--- config.mk ---
export PLATFORM = sky130hd
export DESIGN_NAME = dopwm_top
export DESIGN_NICKNAME = d
export VERILOG_FILES = /design/src/hw/dopwm_pkg.sv /design/src/hw/dopwm_chan.sv /design/src/hw/dopwm_top.sv
export VERILOG_INCLUDE_DIRS = /design/src /design/src/hw
export SDC_FILE = /design/constraint.sdc
export NUM_CORES = 1
export LEC_CHECK = 0
export ABC_CLOCK_PERIOD_IN_PS = 2500
export BUFFER_PORTS_ARGS = -buffer_cell sky130_fd_sc_hd__buf_4
export CORE_MARGIN = 2
export CORE_UTILIZATION = 30
export DETAILED_ROUTE_END_ITERATION = 7
export GPL_ROUTABILITY_DRIVEN = 0
export RECOVER_POWER = 100
export SLEW_MARGIN = 20
export SYNTH_ARGS = -nofsm -noshare
export SYNTH_HDL_FRONTEND = slang
export SYNTH_SLANG_ARGS = --single-unit
--- constraint.sdc ---
create_clock -name SYS_CLK -period 2.5 [get_ports SYS_CLK]
set_input_delay 0.5 -clock SYS_CLK [delete_from_list [all_inputs] [get_ports SYS_CLK]]
set_output_delay 0.5 -clock SYS_CLK [all_outputs]
set_load 0.1 [all_outputs]
--- src/hw/dopwm_consts.svh ---
// Register offsets, field positions and reset values of the dual PWM unit
`ifndef DOPWM_CONSTS_SVH
`define DOPWM_CONSTS_SVH

// Register indices; byte address on the bus is four times the index
`define DOPWM_IDX_A_EXTRA 16'h7FAA
`define DOPWM_IDX_A_DUTY 16'h7FAB
`define DOPWM_IDX_B_EXTRA 16'h7FAC
`define DOPWM_IDX_B_DUTY 16'h7FAD
`define DOPWM_IDX_CTRL 16'h7FAE
`define DOPWM_IDX_PRESCALE 16'h7FAF
`define DOPWM_IDX_TMCLK 16'h7FB6
`define DOPWM_IDX_PORT_FSA 16'h7FC0
`define DOPWM_IDX_PORT_FSB 16'h7FC1
`define DOPWM_IDX_PORT_LAT 16'h7FC2
`define DOPWM_IDX_PORT_DDR 16'h7FC3

// Reset values
`define DOPWM_RST_BYTE 8'h00
`define DOPWM_RST_NIB 4'h0

// Control register fields
`define DOPWM_CTRL_PERIOD_MSB 7
`define DOPWM_CTRL_PERIOD_LSB 4
`define DOPWM_CTRL_B_RUN 3
`define DOPWM_CTRL_A_RUN 2
`define DOPWM_CTRL_FLAG 1
`define DOPWM_CTRL_IRQ_EN 0

// Clock select field of the timer clock setting register
`define DOPWM_TMCLK_SEL 0

// Port bits that carry the two outputs
`define DOPWM_PIN_A 6
`define DOPWM_PIN_B 7

// Counter figures
`define DOPWM_FUND_LOW_NIB 4'hF
`define DOPWM_LAST_PERIOD 4'hF

`endif

--- src/hw/dopwm_pkg.sv ---
// Types shared by the dual PWM unit
package dopwm_pkg;

	// How a port pin is driven from its four select bits
	typedef enum logic [2:0] {
		DOPWM_PIN_INV,
		DOPWM_PIN_CMOS,
		DOPWM_PIN_SLOW,
		DOPWM_PIN_OD,
		DOPWM_PIN_PORT
	} dopwm_pin_mode_t;

endpackage : dopwm_pkg

--- src/hw/dopwm_chan.sv ---
// One PWM output channel: compare buffer, extra pulse choice, waveform
`timescale 1ns/1ps
`include "dopwm_consts.svh"

module dopwm_chan import dopwm_pkg::*; (
	// Clock and reset
	input wire logic clk,
	input wire logic rst,
	// Shared timebase
	input wire logic run,
	input wire logic reload,
	input wire logic [7:0] fund_cnt,
	input wire logic [3:0] add_cnt,
	// Software settings
	input wire logic [7:0] duty_high,
	input wire logic [3:0] extra,
	// Waveform
	output logic pwm
);

	logic [7:0] buf_r;
	logic [3:0] ext_r;
	logic [3:0] rev;
	logic [8:0] width;
	logic add_now;

	// Buffers follow the registers when stopped, reload at count zero
	always_ff @(posedge clk) begin
		if (rst) begin
			buf_r <= `DOPWM_RST_BYTE;
			ext_r <= `DOPWM_RST_NIB;
		end else if (!run || reload) begin
			buf_r <= duty_high;
			ext_r <= extra;
		end
	end

	// Bit reversal spreads extra periods evenly; count equals the value
	assign rev = {add_cnt[0], add_cnt[1], add_cnt[2], add_cnt[3]};
	assign add_now = (rev < ext_r);
	// Twelve bit duty: buffer is the high byte, one step more when chosen
	assign width = {1'b0, buf_r} + {8'h00, add_now};

	// High while the count is below the width; low from the match on
	always_ff @(posedge clk) begin
		if (rst) begin
			pwm <= 1'b0;
		end else begin
			pwm <= run && ({1'b0, fund_cnt} < width);
		end
	end

endmodule : dopwm_chan

--- src/hw/dopwm_top.sv ---
// Dual output 12-bit PWM unit with its Avalon-MM register slave
//
// The Avalon-MM register port was decided locally.
`timescale 1ns/1ps
`include "dopwm_consts.svh"

// Summary of operation
// - Extra pulse registers keep bits 7..4 only; low nibble reads zero.
// - Output A high width is A duty byte times one prescaler period.
// - Output B high width is B duty byte times one prescaler period.
// - A extra nibble zero gives plain 8-bit PWM on output A.
// - B extra nibble zero gives plain 8-bit PWM on output B.
// - Prescaler period is prescale count plus one, in selected clocks.
// - Clock select bit 0: zero system clock, one oscillator clock.
// - Upper seven clock setting bits have no effect on this unit.
// - Overall period is sixteen fundamental periods shared by both.
// - Extra nibble picks which of sixteen periods get one added step.
// - Duty byte and extra nibble form one twelve bit duty setting.
// - Fundamental period is period field plus one, times sixteen.
// - Pin 6 select combinations give inverted, CMOS, slow or drain A.
// - Pin 7 same combinations give the four drive kinds for B.
// - Each output runs on its enable, low otherwise; counters stop both off.
// - Output drops at buffer match; buffer reloads at count zero.
// - Overflow flag set per overall period, software clears, gated request.
module dopwm_top import dopwm_pkg::*; (
	// Clock and reset
	input wire logic SYS_CLK,
	input wire logic SYS_RST,
	// Avalon-MM slave, byte addressed
	input wire logic [17:0] AVS_ADDRESS,
	input wire logic AVS_READ,
	input wire logic AVS_WRITE,
	input wire logic [3:0] AVS_BYTEENABLE,
	input wire logic [31:0] AVS_WRITEDATA,
	output logic [31:0] AVS_READDATA,
	output logic AVS_WAITREQUEST,
	// Oscillator clock from its pin
	input wire logic OSC_CLOCK,
	// Port pin 6 carrying output A
	output logic PORT_PIN_6_OUT,
	output logic PORT_PIN_6_OE_N,
	output logic PORT_PIN_6_SLOW,
	// Port pin 7 carrying output B
	output logic PORT_PIN_7_OUT,
	output logic PORT_PIN_7_OE_N,
	output logic PORT_PIN_7_SLOW,
	// Interrupt request level
	output logic IRQ_REQ
);

	////////////////////////////////////////////////////////////////////////
	// Register state

	logic [3:0] a_extra_r;
	logic [7:0] a_duty_r;
	logic [3:0] b_extra_r;
	logic [7:0] b_duty_r;
	logic [3:0] period_r;
	logic a_run_r;
	logic b_run_r;
	logic period_flag_r;
	logic irq_en_r;
	logic [7:0] prescale_r;
	logic [7:0] tmclk_r;
	logic [7:0] fsa_r;
	logic [7:0] fsb_r;
	logic [7:0] lat_r;
	logic [7:0] ddr_r;

	////////////////////////////////////////////////////////////////////////
	// Bus slave

	logic [15:0] idx;
	logic req;
	logic wr_go;
	logic lane0;
	logic [7:0] wbyte;
	logic [7:0] rd_nxt;
	logic overall_end;

	assign idx = AVS_ADDRESS[17:2];
	assign req = AVS_READ || AVS_WRITE;
	// Write lands on the edge where waitrequest is seen low
	assign wr_go = AVS_WRITE && !AVS_WAITREQUEST;
	assign lane0 = AVS_BYTEENABLE[0];
	assign wbyte = AVS_WRITEDATA[7:0];

	// One wait cycle lets read data settle in a flop before it is taken
	always_ff @(posedge SYS_CLK) begin
		if (SYS_RST) begin
			AVS_WAITREQUEST <= 1'b1;
		end else if (req && AVS_WAITREQUEST) begin
			AVS_WAITREQUEST <= 1'b0;
		end else begin
			AVS_WAITREQUEST <= 1'b1;
		end
	end

	// Read mux; unmapped indices and unused upper bits read zero
	always_comb begin
		rd_nxt = `DOPWM_RST_BYTE;
		unique case (idx)
			`DOPWM_IDX_A_EXTRA: rd_nxt = {a_extra_r, 4'h0};
			`DOPWM_IDX_A_DUTY: rd_nxt = a_duty_r;
			`DOPWM_IDX_B_EXTRA: rd_nxt = {b_extra_r, 4'h0};
			`DOPWM_IDX_B_DUTY: rd_nxt = b_duty_r;
			`DOPWM_IDX_CTRL: rd_nxt = {period_r, b_run_r, a_run_r,
				period_flag_r, irq_en_r};
			`DOPWM_IDX_PRESCALE: rd_nxt = prescale_r;
			`DOPWM_IDX_TMCLK: rd_nxt = tmclk_r;
			`DOPWM_IDX_PORT_FSA: rd_nxt = fsa_r;
			`DOPWM_IDX_PORT_FSB: rd_nxt = fsb_r;
			`DOPWM_IDX_PORT_LAT: rd_nxt = lat_r;
			`DOPWM_IDX_PORT_DDR: rd_nxt = ddr_r;
			default: rd_nxt = `DOPWM_RST_BYTE;
		endcase
	end

	// Read data captured during the wait cycle
	always_ff @(posedge SYS_CLK) begin
		if (SYS_RST) begin
			AVS_READDATA <= 32'h00000000;
		end else if (AVS_READ && AVS_WAITREQUEST) begin
			AVS_READDATA <= {24'h000000, rd_nxt};
		end
	end

	// Plain storage registers; only the upper nibble of extras is kept
	always_ff @(posedge SYS_CLK) begin
		if (SYS_RST) begin
			a_extra_r <= `DOPWM_RST_NIB;
			a_duty_r <= `DOPWM_RST_BYTE;
			b_extra_r <= `DOPWM_RST_NIB;
			b_duty_r <= `DOPWM_RST_BYTE;
			prescale_r <= `DOPWM_RST_BYTE;
			tmclk_r <= `DOPWM_RST_BYTE;
			fsa_r <= `DOPWM_RST_BYTE;
			fsb_r <= `DOPWM_RST_BYTE;
			lat_r <= `DOPWM_RST_BYTE;
			ddr_r <= `DOPWM_RST_BYTE;
		end else if (wr_go && lane0) begin
			unique case (idx)
				`DOPWM_IDX_A_EXTRA: a_extra_r <= wbyte[7:4];
				`DOPWM_IDX_A_DUTY: a_duty_r <= wbyte;
				`DOPWM_IDX_B_EXTRA: b_extra_r <= wbyte[7:4];
				`DOPWM_IDX_B_DUTY: b_duty_r <= wbyte;
				`DOPWM_IDX_PRESCALE: prescale_r <= wbyte;
				`DOPWM_IDX_TMCLK: tmclk_r <= wbyte;
				`DOPWM_IDX_PORT_FSA: fsa_r <= wbyte;
				`DOPWM_IDX_PORT_FSB: fsb_r <= wbyte;
				`DOPWM_IDX_PORT_LAT: lat_r <= wbyte;
				`DOPWM_IDX_PORT_DDR: ddr_r <= wbyte;
				default: ;
			endcase
		end
	end

	// Control fields written as a group
	always_ff @(posedge SYS_CLK) begin
		if (SYS_RST) begin
			period_r <= `DOPWM_RST_NIB;
			a_run_r <= 1'b0;
			b_run_r <= 1'b0;
			irq_en_r <= 1'b0;
		end else if (wr_go && lane0 && idx == `DOPWM_IDX_CTRL) begin
			period_r <= wbyte[`DOPWM_CTRL_PERIOD_MSB:`DOPWM_CTRL_PERIOD_LSB];
			b_run_r <= wbyte[`DOPWM_CTRL_B_RUN];
			a_run_r <= wbyte[`DOPWM_CTRL_A_RUN];
			irq_en_r <= wbyte[`DOPWM_CTRL_IRQ_EN];
		end
	end

	// Overflow flag: writing zero clears it, a period end in that cycle wins
	always_ff @(posedge SYS_CLK) begin
		if (SYS_RST) begin
			period_flag_r <= 1'b0;
		end else if (overall_end) begin
			period_flag_r <= 1'b1;
		end else if (wr_go && lane0 && idx == `DOPWM_IDX_CTRL &&
			!wbyte[`DOPWM_CTRL_FLAG]) begin
			period_flag_r <= 1'b0;
		end
	end

	// Request level follows flag and enable
	always_ff @(posedge SYS_CLK) begin
		if (SYS_RST) begin
			IRQ_REQ <= 1'b0;
		end else begin
			IRQ_REQ <= period_flag_r && irq_en_r;
		end
	end

	////////////////////////////////////////////////////////////////////////
	// Oscillator clock sampling

	logic osc_s1_r;
	logic osc_s2_r;
	logic osc_s3_r;
	logic osc_tick;

	// Two flops before use; the third only serves the edge detector
	always_ff @(posedge SYS_CLK) begin
		if (SYS_RST) begin
			osc_s1_r <= 1'b0;
			osc_s2_r <= 1'b0;
			osc_s3_r <= 1'b0;
		end else begin
			osc_s1_r <= OSC_CLOCK;
			osc_s2_r <= osc_s1_r;
			osc_s3_r <= osc_s2_r;
		end
	end

	// Oscillator must run below half the system rate to be seen
	assign osc_tick = osc_s2_r && !osc_s3_r;

	////////////////////////////////////////////////////////////////////////
	// Shared timebase

	logic any_run;
	logic cnt_clk;
	logic [7:0] pre_cnt_r;
	logic pre_match;
	logic [7:0] fund_cnt_r;
	logic fund_match;
	logic [3:0] add_cnt_r;

	assign any_run = a_run_r || b_run_r;
	// Only bit 0 of the clock setting register matters here
	assign cnt_clk = tmclk_r[`DOPWM_TMCLK_SEL] ? osc_tick : 1'b1;
	assign pre_match = cnt_clk && (pre_cnt_r == prescale_r);
	assign fund_match = pre_match &&
		(fund_cnt_r == {period_r, `DOPWM_FUND_LOW_NIB});
	assign overall_end = fund_match &&
		(add_cnt_r == `DOPWM_LAST_PERIOD);

	// Prescaler divides the count clock by the count plus one
	always_ff @(posedge SYS_CLK) begin
		if (SYS_RST || !any_run) begin
			pre_cnt_r <= `DOPWM_RST_BYTE;
		end else if (pre_match) begin
			pre_cnt_r <= `DOPWM_RST_BYTE;
		end else if (cnt_clk) begin
			pre_cnt_r <= pre_cnt_r + 8'h01;
		end
	end

	// Fundamental counter steps once per prescaler period
	always_ff @(posedge SYS_CLK) begin
		if (SYS_RST || !any_run) begin
			fund_cnt_r <= `DOPWM_RST_BYTE;
		end else if (fund_match) begin
			fund_cnt_r <= `DOPWM_RST_BYTE;
		end else if (pre_match) begin
			fund_cnt_r <= fund_cnt_r + 8'h01;
		end
	end

	// Extra pulse counter is cleared by module reset only
	always_ff @(posedge SYS_CLK) begin
		if (SYS_RST) begin
			add_cnt_r <= `DOPWM_RST_NIB;
		end else if (fund_match) begin
			add_cnt_r <= add_cnt_r + 4'h1;
		end
	end

	////////////////////////////////////////////////////////////////////////
	// Output channels

	logic reload;
	logic pwm_a;
	logic pwm_b;

	// Buffers reload as the counter steps back to zero
	assign reload = fund_match;

	// Output A
	dopwm_chan u_chan_a (
		.clk(SYS_CLK),
		.rst(SYS_RST),
		.run(a_run_r),
		.reload(reload),
		.fund_cnt(fund_cnt_r),
		.add_cnt(add_cnt_r),
		.duty_high(a_duty_r),
		.extra(a_extra_r),
		.pwm(pwm_a)
	);

	// Output B
	dopwm_chan u_chan_b (
		.clk(SYS_CLK),
		.rst(SYS_RST),
		.run(b_run_r),
		.reload(reload),
		.fund_cnt(fund_cnt_r),
		.add_cnt(add_cnt_r),
		.duty_high(b_duty_r),
		.extra(b_extra_r),
		.pwm(pwm_b)
	);

	////////////////////////////////////////////////////////////////////////
	// Pin drive

	function automatic dopwm_pin_mode_t pin_mode(input logic fa,
		input logic fb, input logic la, input logic dd);
		dopwm_pin_mode_t m;
		m = DOPWM_PIN_PORT;
		if (fa) begin
			unique case ({fb, la, dd})
				3'b010: m = DOPWM_PIN_INV;
				3'b001: m = DOPWM_PIN_CMOS;
				3'b110: m = DOPWM_PIN_SLOW;
				3'b101: m = DOPWM_PIN_OD;
				default: m = DOPWM_PIN_PORT;
			endcase
		end
		return m;
	endfunction : pin_mode

	dopwm_pin_mode_t mode_6;
	dopwm_pin_mode_t mode_7;

	assign mode_6 = pin_mode(fsa_r[`DOPWM_PIN_A], fsb_r[`DOPWM_PIN_A],
		lat_r[`DOPWM_PIN_A], ddr_r[`DOPWM_PIN_A]);
	assign mode_7 = pin_mode(fsa_r[`DOPWM_PIN_B], fsb_r[`DOPWM_PIN_B],
		lat_r[`DOPWM_PIN_B], ddr_r[`DOPWM_PIN_B]);

	// Pin 6; other combinations fall back to plain latch output
	always_ff @(posedge SYS_CLK) begin
		if (SYS_RST) begin
			PORT_PIN_6_OUT <= 1'b0;
			PORT_PIN_6_OE_N <= 1'b1;
			PORT_PIN_6_SLOW <= 1'b0;
		end else begin
			PORT_PIN_6_SLOW <= (mode_6 == DOPWM_PIN_SLOW);
			unique case (mode_6)
				DOPWM_PIN_INV: begin
					PORT_PIN_6_OUT <= !pwm_a;
					PORT_PIN_6_OE_N <= 1'b0;
				end
				DOPWM_PIN_CMOS, DOPWM_PIN_SLOW: begin
					PORT_PIN_6_OUT <= pwm_a;
					PORT_PIN_6_OE_N <= 1'b0;
				end
				DOPWM_PIN_OD: begin
					PORT_PIN_6_OUT <= 1'b0;
					PORT_PIN_6_OE_N <= pwm_a;
				end
				DOPWM_PIN_PORT: begin
					PORT_PIN_6_OUT <= lat_r[`DOPWM_PIN_A];
					PORT_PIN_6_OE_N <= !ddr_r[`DOPWM_PIN_A];
				end
			endcase
		end
	end

	// Pin 7 mirrors pin 6 for output B
	always_ff @(posedge SYS_CLK) begin
		if (SYS_RST) begin
			PORT_PIN_7_OUT <= 1'b0;
			PORT_PIN_7_OE_N <= 1'b1;
			PORT_PIN_7_SLOW <= 1'b0;
		end else begin
			PORT_PIN_7_SLOW <= (mode_7 == DOPWM_PIN_SLOW);
			unique case (mode_7)
				DOPWM_PIN_INV: begin
					PORT_PIN_7_OUT <= !pwm_b;
					PORT_PIN_7_OE_N <= 1'b0;
				end
				DOPWM_PIN_CMOS, DOPWM_PIN_SLOW: begin
					PORT_PIN_7_OUT <= pwm_b;
					PORT_PIN_7_OE_N <= 1'b0;
				end
				DOPWM_PIN_OD: begin
					PORT_PIN_7_OUT <= 1'b0;
					PORT_PIN_7_OE_N <= pwm_b;
				end
				DOPWM_PIN_PORT: begin
					PORT_PIN_7_OUT <= lat_r[`DOPWM_PIN_B];
					PORT_PIN_7_OE_N <= !ddr_r[`DOPWM_PIN_B];
				end
			endcase
		end
	end

endmodule : dopwm_top

==> flow_metrics.env, run 1 <==
export IMPL_status="finished with violations"
export IMPL_violations="negative setup slack"
export IMPL_relSlewSlack_pct=11.11
export IMPL_cts_tree="built"
export IMPL_antenna_found_initial=0
export IMPL_slew_violations=0
export IMPL_worstHoldEndpoint="AVS_WAITREQUEST$_SDFF_PP1_"
export IMPL_synth_top_family_by_area="simple AND/OR/NAND/NOR gates"
export IMPL_row_count=57
export IMPL_final_cells=1240
export IMPL_crit_buf_inv=2
export IMPL_ir_drop_v=0.0004188
export IMPL_critical_path_class="reg2reg"
export IMPL_grt_overflow_total=0
export IMPL_cts_buffers=17
export IMPL_worst_pin_slew_ps=1333
export IMPL_slowest_delay_ps=330
export IMPL_dp_cells=1204
export IMPL_drt_pass1_iterations=5
export IMPL_hold_path_class="in2reg"
export IMPL_synth_edff_count=0
export IMPL_synthSimpleGateAreaFrac_pct=20.43
export IMPL_crit_required_ps=2840
export IMPL_htreeDepth=4
export IMPL_cp_max_fo=3
export IMPL_drv_cap=0
export IMPL_rsz0062_at_grt="yes"
export IMPL_start_util_pct=30.51
export IMPL_port_buffers=45
export IMPL_reg2reg_to="u_chan_b.pwm$_SDFF_PP0_"
export IMPL_core_area_um2=24250
export IMPL_wl_per_cell_um=15.90
export IMPL_ys_seq_area_share_pct=39.24
export IMPL_die_height_um=161.0
export IMPL_ant_nets=0
export IMPL_area_growth_pct=20.07
export IMPL_first_iter_violations=328
export IMPL_whs_ps=284.3
export IMPL_avgSynthCellArea_um2=8.903
export IMPL_rrSetupSlack_ps=-270
export IMPL_cpLargestDelayFamily="adder cells"
export IMPL_post_route_period_util_pct=110.9
export IMPL_muxShareOfSynthArea_pct=11.74
export IMPL_diodes=0
export IMPL_nets=991
export IMPL_hold_viol=0
export IMPL_viasPerCell=4.981
export IMPL_synth_adder_area_share_pct=4.904
export IMPL_grt_pass1_vias=5807
export IMPL_synthCells=831
export IMPL_pin_count=99
export IMPL_clk_pin_slew_ps=60
export IMPL_min_period_ps=2771
export IMPL_fin_skew_ps=6.942
export IMPL_synth_cell_types=61
export IMPL_endpoint_kind="flop"
export IMPL_route_detailed_drc=0
export IMPL_layout_setup_ws_ps=-271.4
export IMPL_start_kind="flop"
export IMPL_die_w_um=161.0
export IMPL_track_usage_pct=15.30
export IMPL_rr_startpoint="u_chan_b.ext_r[1]$_SDFFE_PP0P_"
export IMPL_power_leakage_nw=3.183
export IMPL_synth_flop_cell="dfxtp_1"
export IMPL_crit_path_top_delay_cell="dfxtp_2"
export IMPL_min_from="AVS_WRITE"
export IMPL_cts_root_buf="clkbuf_16"
export IMPL_wl_um=19720
export IMPL_synth_async_reset_ratio_pct=0
export IMPL_clockBufferDepth=2
export IMPL_final_setup_viol_count=2
export IMPL_crit_arrival_ps=3110
export IMPL_synth_compound_area_share_pct=13.06
export IMPL_fillers=2528
export IMPL_cts_sinks=145
export IMPL_grt_pass1_wl_um=31370
export IMPL_crit_path_cell_trace="inv_2, ha_4, a21o_1, a21o_1, a21oi_2, ha_2, ha_4, nand3_4, nor2_4, xnor2_2, ha_1, buf_4, nand4_1, o211ai_1, a211oi_2"
export IMPL_vias=6177
export IMPL_syn_area_um2=7398
export IMPL_reg2reg_depth=15
export IMPL_grt_max_degree=68
export IMPL_hold_depth=2
export IMPL_power_density_nw_per_um2=590.2
export IMPL_max_freq_ghz=0.3608
export IMPL_synth_xor_area_share_pct=4.262
export IMPL_holdBufCountCts=0
export IMPL_crit_start="u_chan_b.ext_r[1]$_SDFFE_PP0P_"
export IMPL_post_dp_hpwl_um=14310
export IMPL_ys_ff_latch=145
export IMPL_drive_gt1_share_pct=16.70
export IMPL_ys_warn_count=0
export IMPL_die_area_um2=25930
export IMPL_clock_latency_ps=420
cell usage after synthesis (11+ instances only):
master / count / area share [%]
dfxtp_1: 145 / 39
nor2_1: 109 / 5.5
mux2i_1: 80 / 11
a21oi_1: 44 / 3.0
clkbuf_1: 44 / 2.2
nand3_1: 42 / 2.8
nand2_1: 35 / 1.8
o21ai_0: 33 / 2.2
ha_1: 29 / 4.9
xor2_1: 25 / 3.0
buf_4: 24 / 2.4
inv_1: 23 / 1.2
a22oi_1: 20 / 2.0
nor4_1: 14 / 1.2
nand4_1: 12 / 1.0
xnor2_1: 11 / 1.3
final cells by class:
type                            count  area [um2]  area share (%)
Timing Repair Buffer              105       676.9           7.620
Sequential cell                   145        2907           32.72
Inverter                           23       86.33          0.9718
Tap cell                          324       405.4           4.563
Clock inverter                     13       161.4           1.817
Multi-Input combinational cell    611        4204           47.32
Clock buffer                       19       442.9           4.986
through the flow:
stage	total power, mW	setup slack [ps]	instance area (um2)	TNS [ps]	utilization (%)
final	5.243	-271.4	8884	-478.0	36.64
after global routing	5.403	-424.3	8884	-3894	36.64
after CTS	5.313	-282.9	9069	-526.3	37.40
after detailed placement	2.701	-271.1	8394	-4485	34.62
after global placement	2.700	-242.1	8394	-4070	34.62
after floorplan	2.646	-75.45	7559	-1511	-
how the worst max path moves through the flow:
stage                     slack [ps]                      end  depth (start not counted)
after global placement          -240  u_chan_b.pwm$_SDFF_PP0_                         14
after CTS                       -280  u_chan_b.pwm$_SDFF_PP0_                         14
after detailed placement        -270  u_chan_a.pwm$_SDFF_PP0_                         14
after global routing            -420  u_chan_b.pwm$_SDFF_PP0_                         15
after floorplan                  -80    fsa_r[0]$_SDFFE_PP0P_                          6
final                           -270  u_chan_b.pwm$_SDFF_PP0_                         15
metal layers:
layer  vias to the layer above  track usage [%]  wire, um  share of wire, %
met1                      2956            20.33      9400                48
met5                         -                0         0                 0
met3                        19            3.133       629               3.2
met2                       125            25.01      9379                48
li1                       3077                -         -                 -
met4                         0            4.830       306               1.6
where the power goes:
part	leakage (nW)	internal, mW	switching (mW)
clock network	0.285	1.59	1.01
logic	1.73	0.0571	0.271
registers	1.17	2.31	0.00163
sequential cells by signal (all words and copies together), names as in the netlist, 4 cells and up:
| signal | flops |
|---|---|
| fsb_r | 8 |
| b_duty_r | 8 |
| pre_cnt_r | 8 |
| u_chan_a.buf_r | 8 |
| prescale_r | 8 |
| fsa_r | 8 |
| tmclk_r | 8 |
| add_cnt_r | 4 |
| period_r | 4 |
| AVS_READDATA | 8 |
| b_extra_r | 4 |
| ddr_r | 8 |
| u_chan_a.ext_r | 4 |
| a_duty_r | 8 |
| u_chan_b.buf_r | 8 |
| u_chan_b.ext_r | 4 |
| a_extra_r | 4 |
| fund_cnt_r | 8 |
| lat_r | 8 |
cell usage in the layout, fill, tap and decap left out, types with 7 or more instances in the layout:
master,synthesis,final
dfxtp_1,145,142
nor2_1,109,105
mux2i_1,80,80
buf_4,24,66
a21oi_1,44,42
nand3_1,42,41
nand2_1,35,34
o21ai_0,33,33
xor2_1,25,25
ha_1,29,24
conb_1,1,24
clkbuf_1,44,23
inv_1,23,21
a22oi_1,20,20
clkbuf_16,0,17
nor4_1,14,14
nand4_1,12,12
clkbuf_2,0,10
xnor2_1,11,9
nand2b_1,9,9
a21o_1,9,9
nor3_1,7,9
a22o_1,8,8
nand3b_1,7,7
nor2b_1,7,7
logic make-up (layout without fill, tap and decap cells):
group	count (synthesis)	count (layout)
simple gates	287	287
compound gates	149	149
flops	145	145
buf+inv	98	160
mux	86	86
xor+xnor	36	36
fa+ha+maj	29	29
other cells	1	24
what timing repair did:
| item | CTS | global route |
|---|---|---|
| pin swaps | 13 | 0 |
| setup buffers | 4 | 0 |
| setup endpoints to repair | 2 | 2 |
| gates resized for setup | 10 | 3 |
(Power assumes the default switching activity.)
==> run 2: changes to the inputs <==
- ABC_CLOCK_PERIOD_IN_PS: 2500 -> 3400
- CAP_MARGIN: default -> 20
- GPL_TIMING_DRIVEN: default -> 0
- clock period: 2.5 -> 3.4 ns (I/O delays scaled with it)
==> flow_metrics.env, run 2 (synthesis gave the netlist of run 1 again) <==
export IMPL_cts_root_buf="clkbuf_16"
export IMPL_cts_sinks=145
export IMPL_slew_violations=0
export IMPL_ant_nets=0
export IMPL_wl_um=20920
export IMPL_critical_path_class="reg2reg"
export IMPL_crit_required_ps=3720
export IMPL_grt_overflow_total=0
export IMPL_diodes=0
export IMPL_post_route_period_util_pct=94.46
export IMPL_reg2reg_to="u_chan_b.pwm$_SDFF_PP0_"
export IMPL_wl_per_cell_um=16.76
export IMPL_area_growth_pct=17.40
export IMPL_start_util_pct=30.51
export IMPL_grt_pass1_vias=5970
export IMPL_track_usage_pct=16.23
export IMPL_worstHoldEndpoint="osc_s2_r$_SDFF_PP0_"
export IMPL_cts_setup_buffers=0
export IMPL_min_period_ps=3212
export IMPL_drt_pass1_iterations=7
export IMPL_route_detailed_drc=0
export IMPL_drive_gt1_share_pct=10.93
export IMPL_clk_pin_slew_ps=60
export IMPL_reg2reg_depth=14
export IMPL_power_leakage_nw=3.051
export IMPL_hold_viol=0
export IMPL_holdBufCountCts=0
export IMPL_row_count=57
export IMPL_hold_depth=1
export IMPL_die_w_um=161.0
export IMPL_cts_buffers=17
export IMPL_drv_cap=0
export IMPL_hold_path_class="reg2reg"
export IMPL_cp_max_fo=3
export IMPL_die_area_um2=25930
export IMPL_clockBufferDepth=2
export IMPL_start_kind="flop"
export IMPL_crit_arrival_ps=3530
export IMPL_layout_setup_ws_ps=188.3
export IMPL_fin_skew_ps=12.59
export IMPL_relSlewSlack_pct=4.253
export IMPL_multi_input_area_um2=4123
export IMPL_ctsResizeCount=0
export IMPL_rr_startpoint="u_chan_b.ext_r[1]$_SDFFE_PP0P_"
export IMPL_cts_tree="built"
export IMPL_min_from="osc_s1_r$_SDFF_PP0_"
export IMPL_max_freq_ghz=0.3114
export IMPL_rrSetupSlack_ps=190
export IMPL_final_cell_mix="144 x dfxtp_1, 109 x nor2_1, 80 x mux2i_1"
export IMPL_post_dp_hpwl_um=15620
export IMPL_status="complete, no violations"
export IMPL_regArea_um2=2904
export IMPL_power_density_nw_per_um2=434.8
export IMPL_first_iter_violations=488
export IMPL_core_area_um2=24250
export IMPL_final_setup_viol_count=0
export IMPL_dpl_cell_area_um2=8199
export IMPL_die_height_um=161.0
export IMPL_final_area_um2=8686
export IMPL_worst_pin_slew_ps=1424
export IMPL_whs_ps=439.4
export IMPL_htreeDepth=4
export IMPL_grt_max_degree=17
export IMPL_pin_count=99
export IMPL_dp_slack_ps=40.21
export IMPL_grt_pass1_wl_um=32600
export IMPL_endpoint_kind="flop"
export IMPL_fin_tns_setup_ps=0
export IMPL_viasPerCell=5.085
export IMPL_fillers=2537
export IMPL_port_buffers=38
export IMPL_ir_drop_v=0.0002293
export IMPL_final_common_cell="dfxtp_1"
export IMPL_antenna_found_initial=0
export IMPL_rsz0062_at_grt="no"
export IMPL_clock_latency_ps=430
export IMPL_vias=6346
export IMPL_nets=1000
[run 2: cell count changes in the layout (fill, tap and decap cells not counted), sizes merged]
cell	previous run	this run
buf	67	50
bufinv	3	1
clkbuf	57	88
clkinv	5	2
clkinvlp	4	3
[run 2: layout make-up]
cell class              count  area share (%)
multi-input cells         611           47.46
flip-flops and latches    145           33.43
clock buffers              24           5.661
well taps                 324           4.667
plain buffers              75           4.307
repair buffers             39           2.607
inverters                  23          0.9939
clock inverters             7          0.8643
[run 2: metal layers]
metal / global-route usage, % / wire [um] / vias up
met5: 0 / 0 / -
met4: 6.859 / 735 / 0
met3: 3.801 / 1238 / 50
met2: 24.97 / 9095 / 193
met1: 21.86 / 9852 / 3001
li1: - / - / 3102
[run 2: how the worst max path moves through the flow]
| stage | cells after the start | from | slack (ps) | to |
|---|---|---|---|---|
| 2_1_floorplan | 7 | AVS_WAITREQUEST$_SDFF_PP1_ | 600 | a_duty_r[0]$_SDFFE_PP0P_ |
| 3_3_place_gp | 6 | AVS_ADDRESS[7] | 6 | AVS_READDATA[6]$_SDFFE_PP0P_ |
| 3_5_place_dp | 13 | add_cnt_r[2]$_SDFFE_PP0P_ | 40 | u_chan_b.pwm$_SDFF_PP0_ |
| 4_1_cts | 13 | add_cnt_r[2]$_SDFFE_PP0P_ | 20 | u_chan_b.pwm$_SDFF_PP0_ |
| 5_1_grt | 14 | u_chan_b.ext_r[1]$_SDFFE_PP0P_ | 20 | u_chan_b.pwm$_SDFF_PP0_ |
| 6_report | 14 | u_chan_b.ext_r[1]$_SDFFE_PP0P_ | 190 | u_chan_b.pwm$_SDFF_PP0_ |
[run 2: power by group]
part           leakage (nW)  internal (mW)  total (mW)  switching, mW
Sequential             1.17           1.70        1.70        0.00125
Clock                 0.269           1.08        1.80          0.723
Combinational          1.61         0.0550       0.269          0.214
Total                  3.05           2.84        3.78          0.938
[run 2: stage by stage]
step | std cells | util, % | power, mW
after global routing | 1248 | 35.82 | 3.893
final | 1248 | 35.82 | 3.776
after detailed placement | 1217 | 33.81 | 2.009
after floorplan | 854 | - | 1.945
after CTS | 1248 | 36.15 | 3.802
after global placement | 1216 | 33.72 | 2.008
[run 2: worst max-delay path, stage by stage (launching register included)]
cell      delay [ps]
dfxtp_1          330
inv_1             50
ha_1             260
a21o_1           150
a21o_1           180
a21oi_2          210
ha_1             230
ha_1             200
nand3_1          140
nor2_1           200
xnor2_1          140
ha_1             280
a211oi_1         230
o211ai_1         170
a211oi_2         340
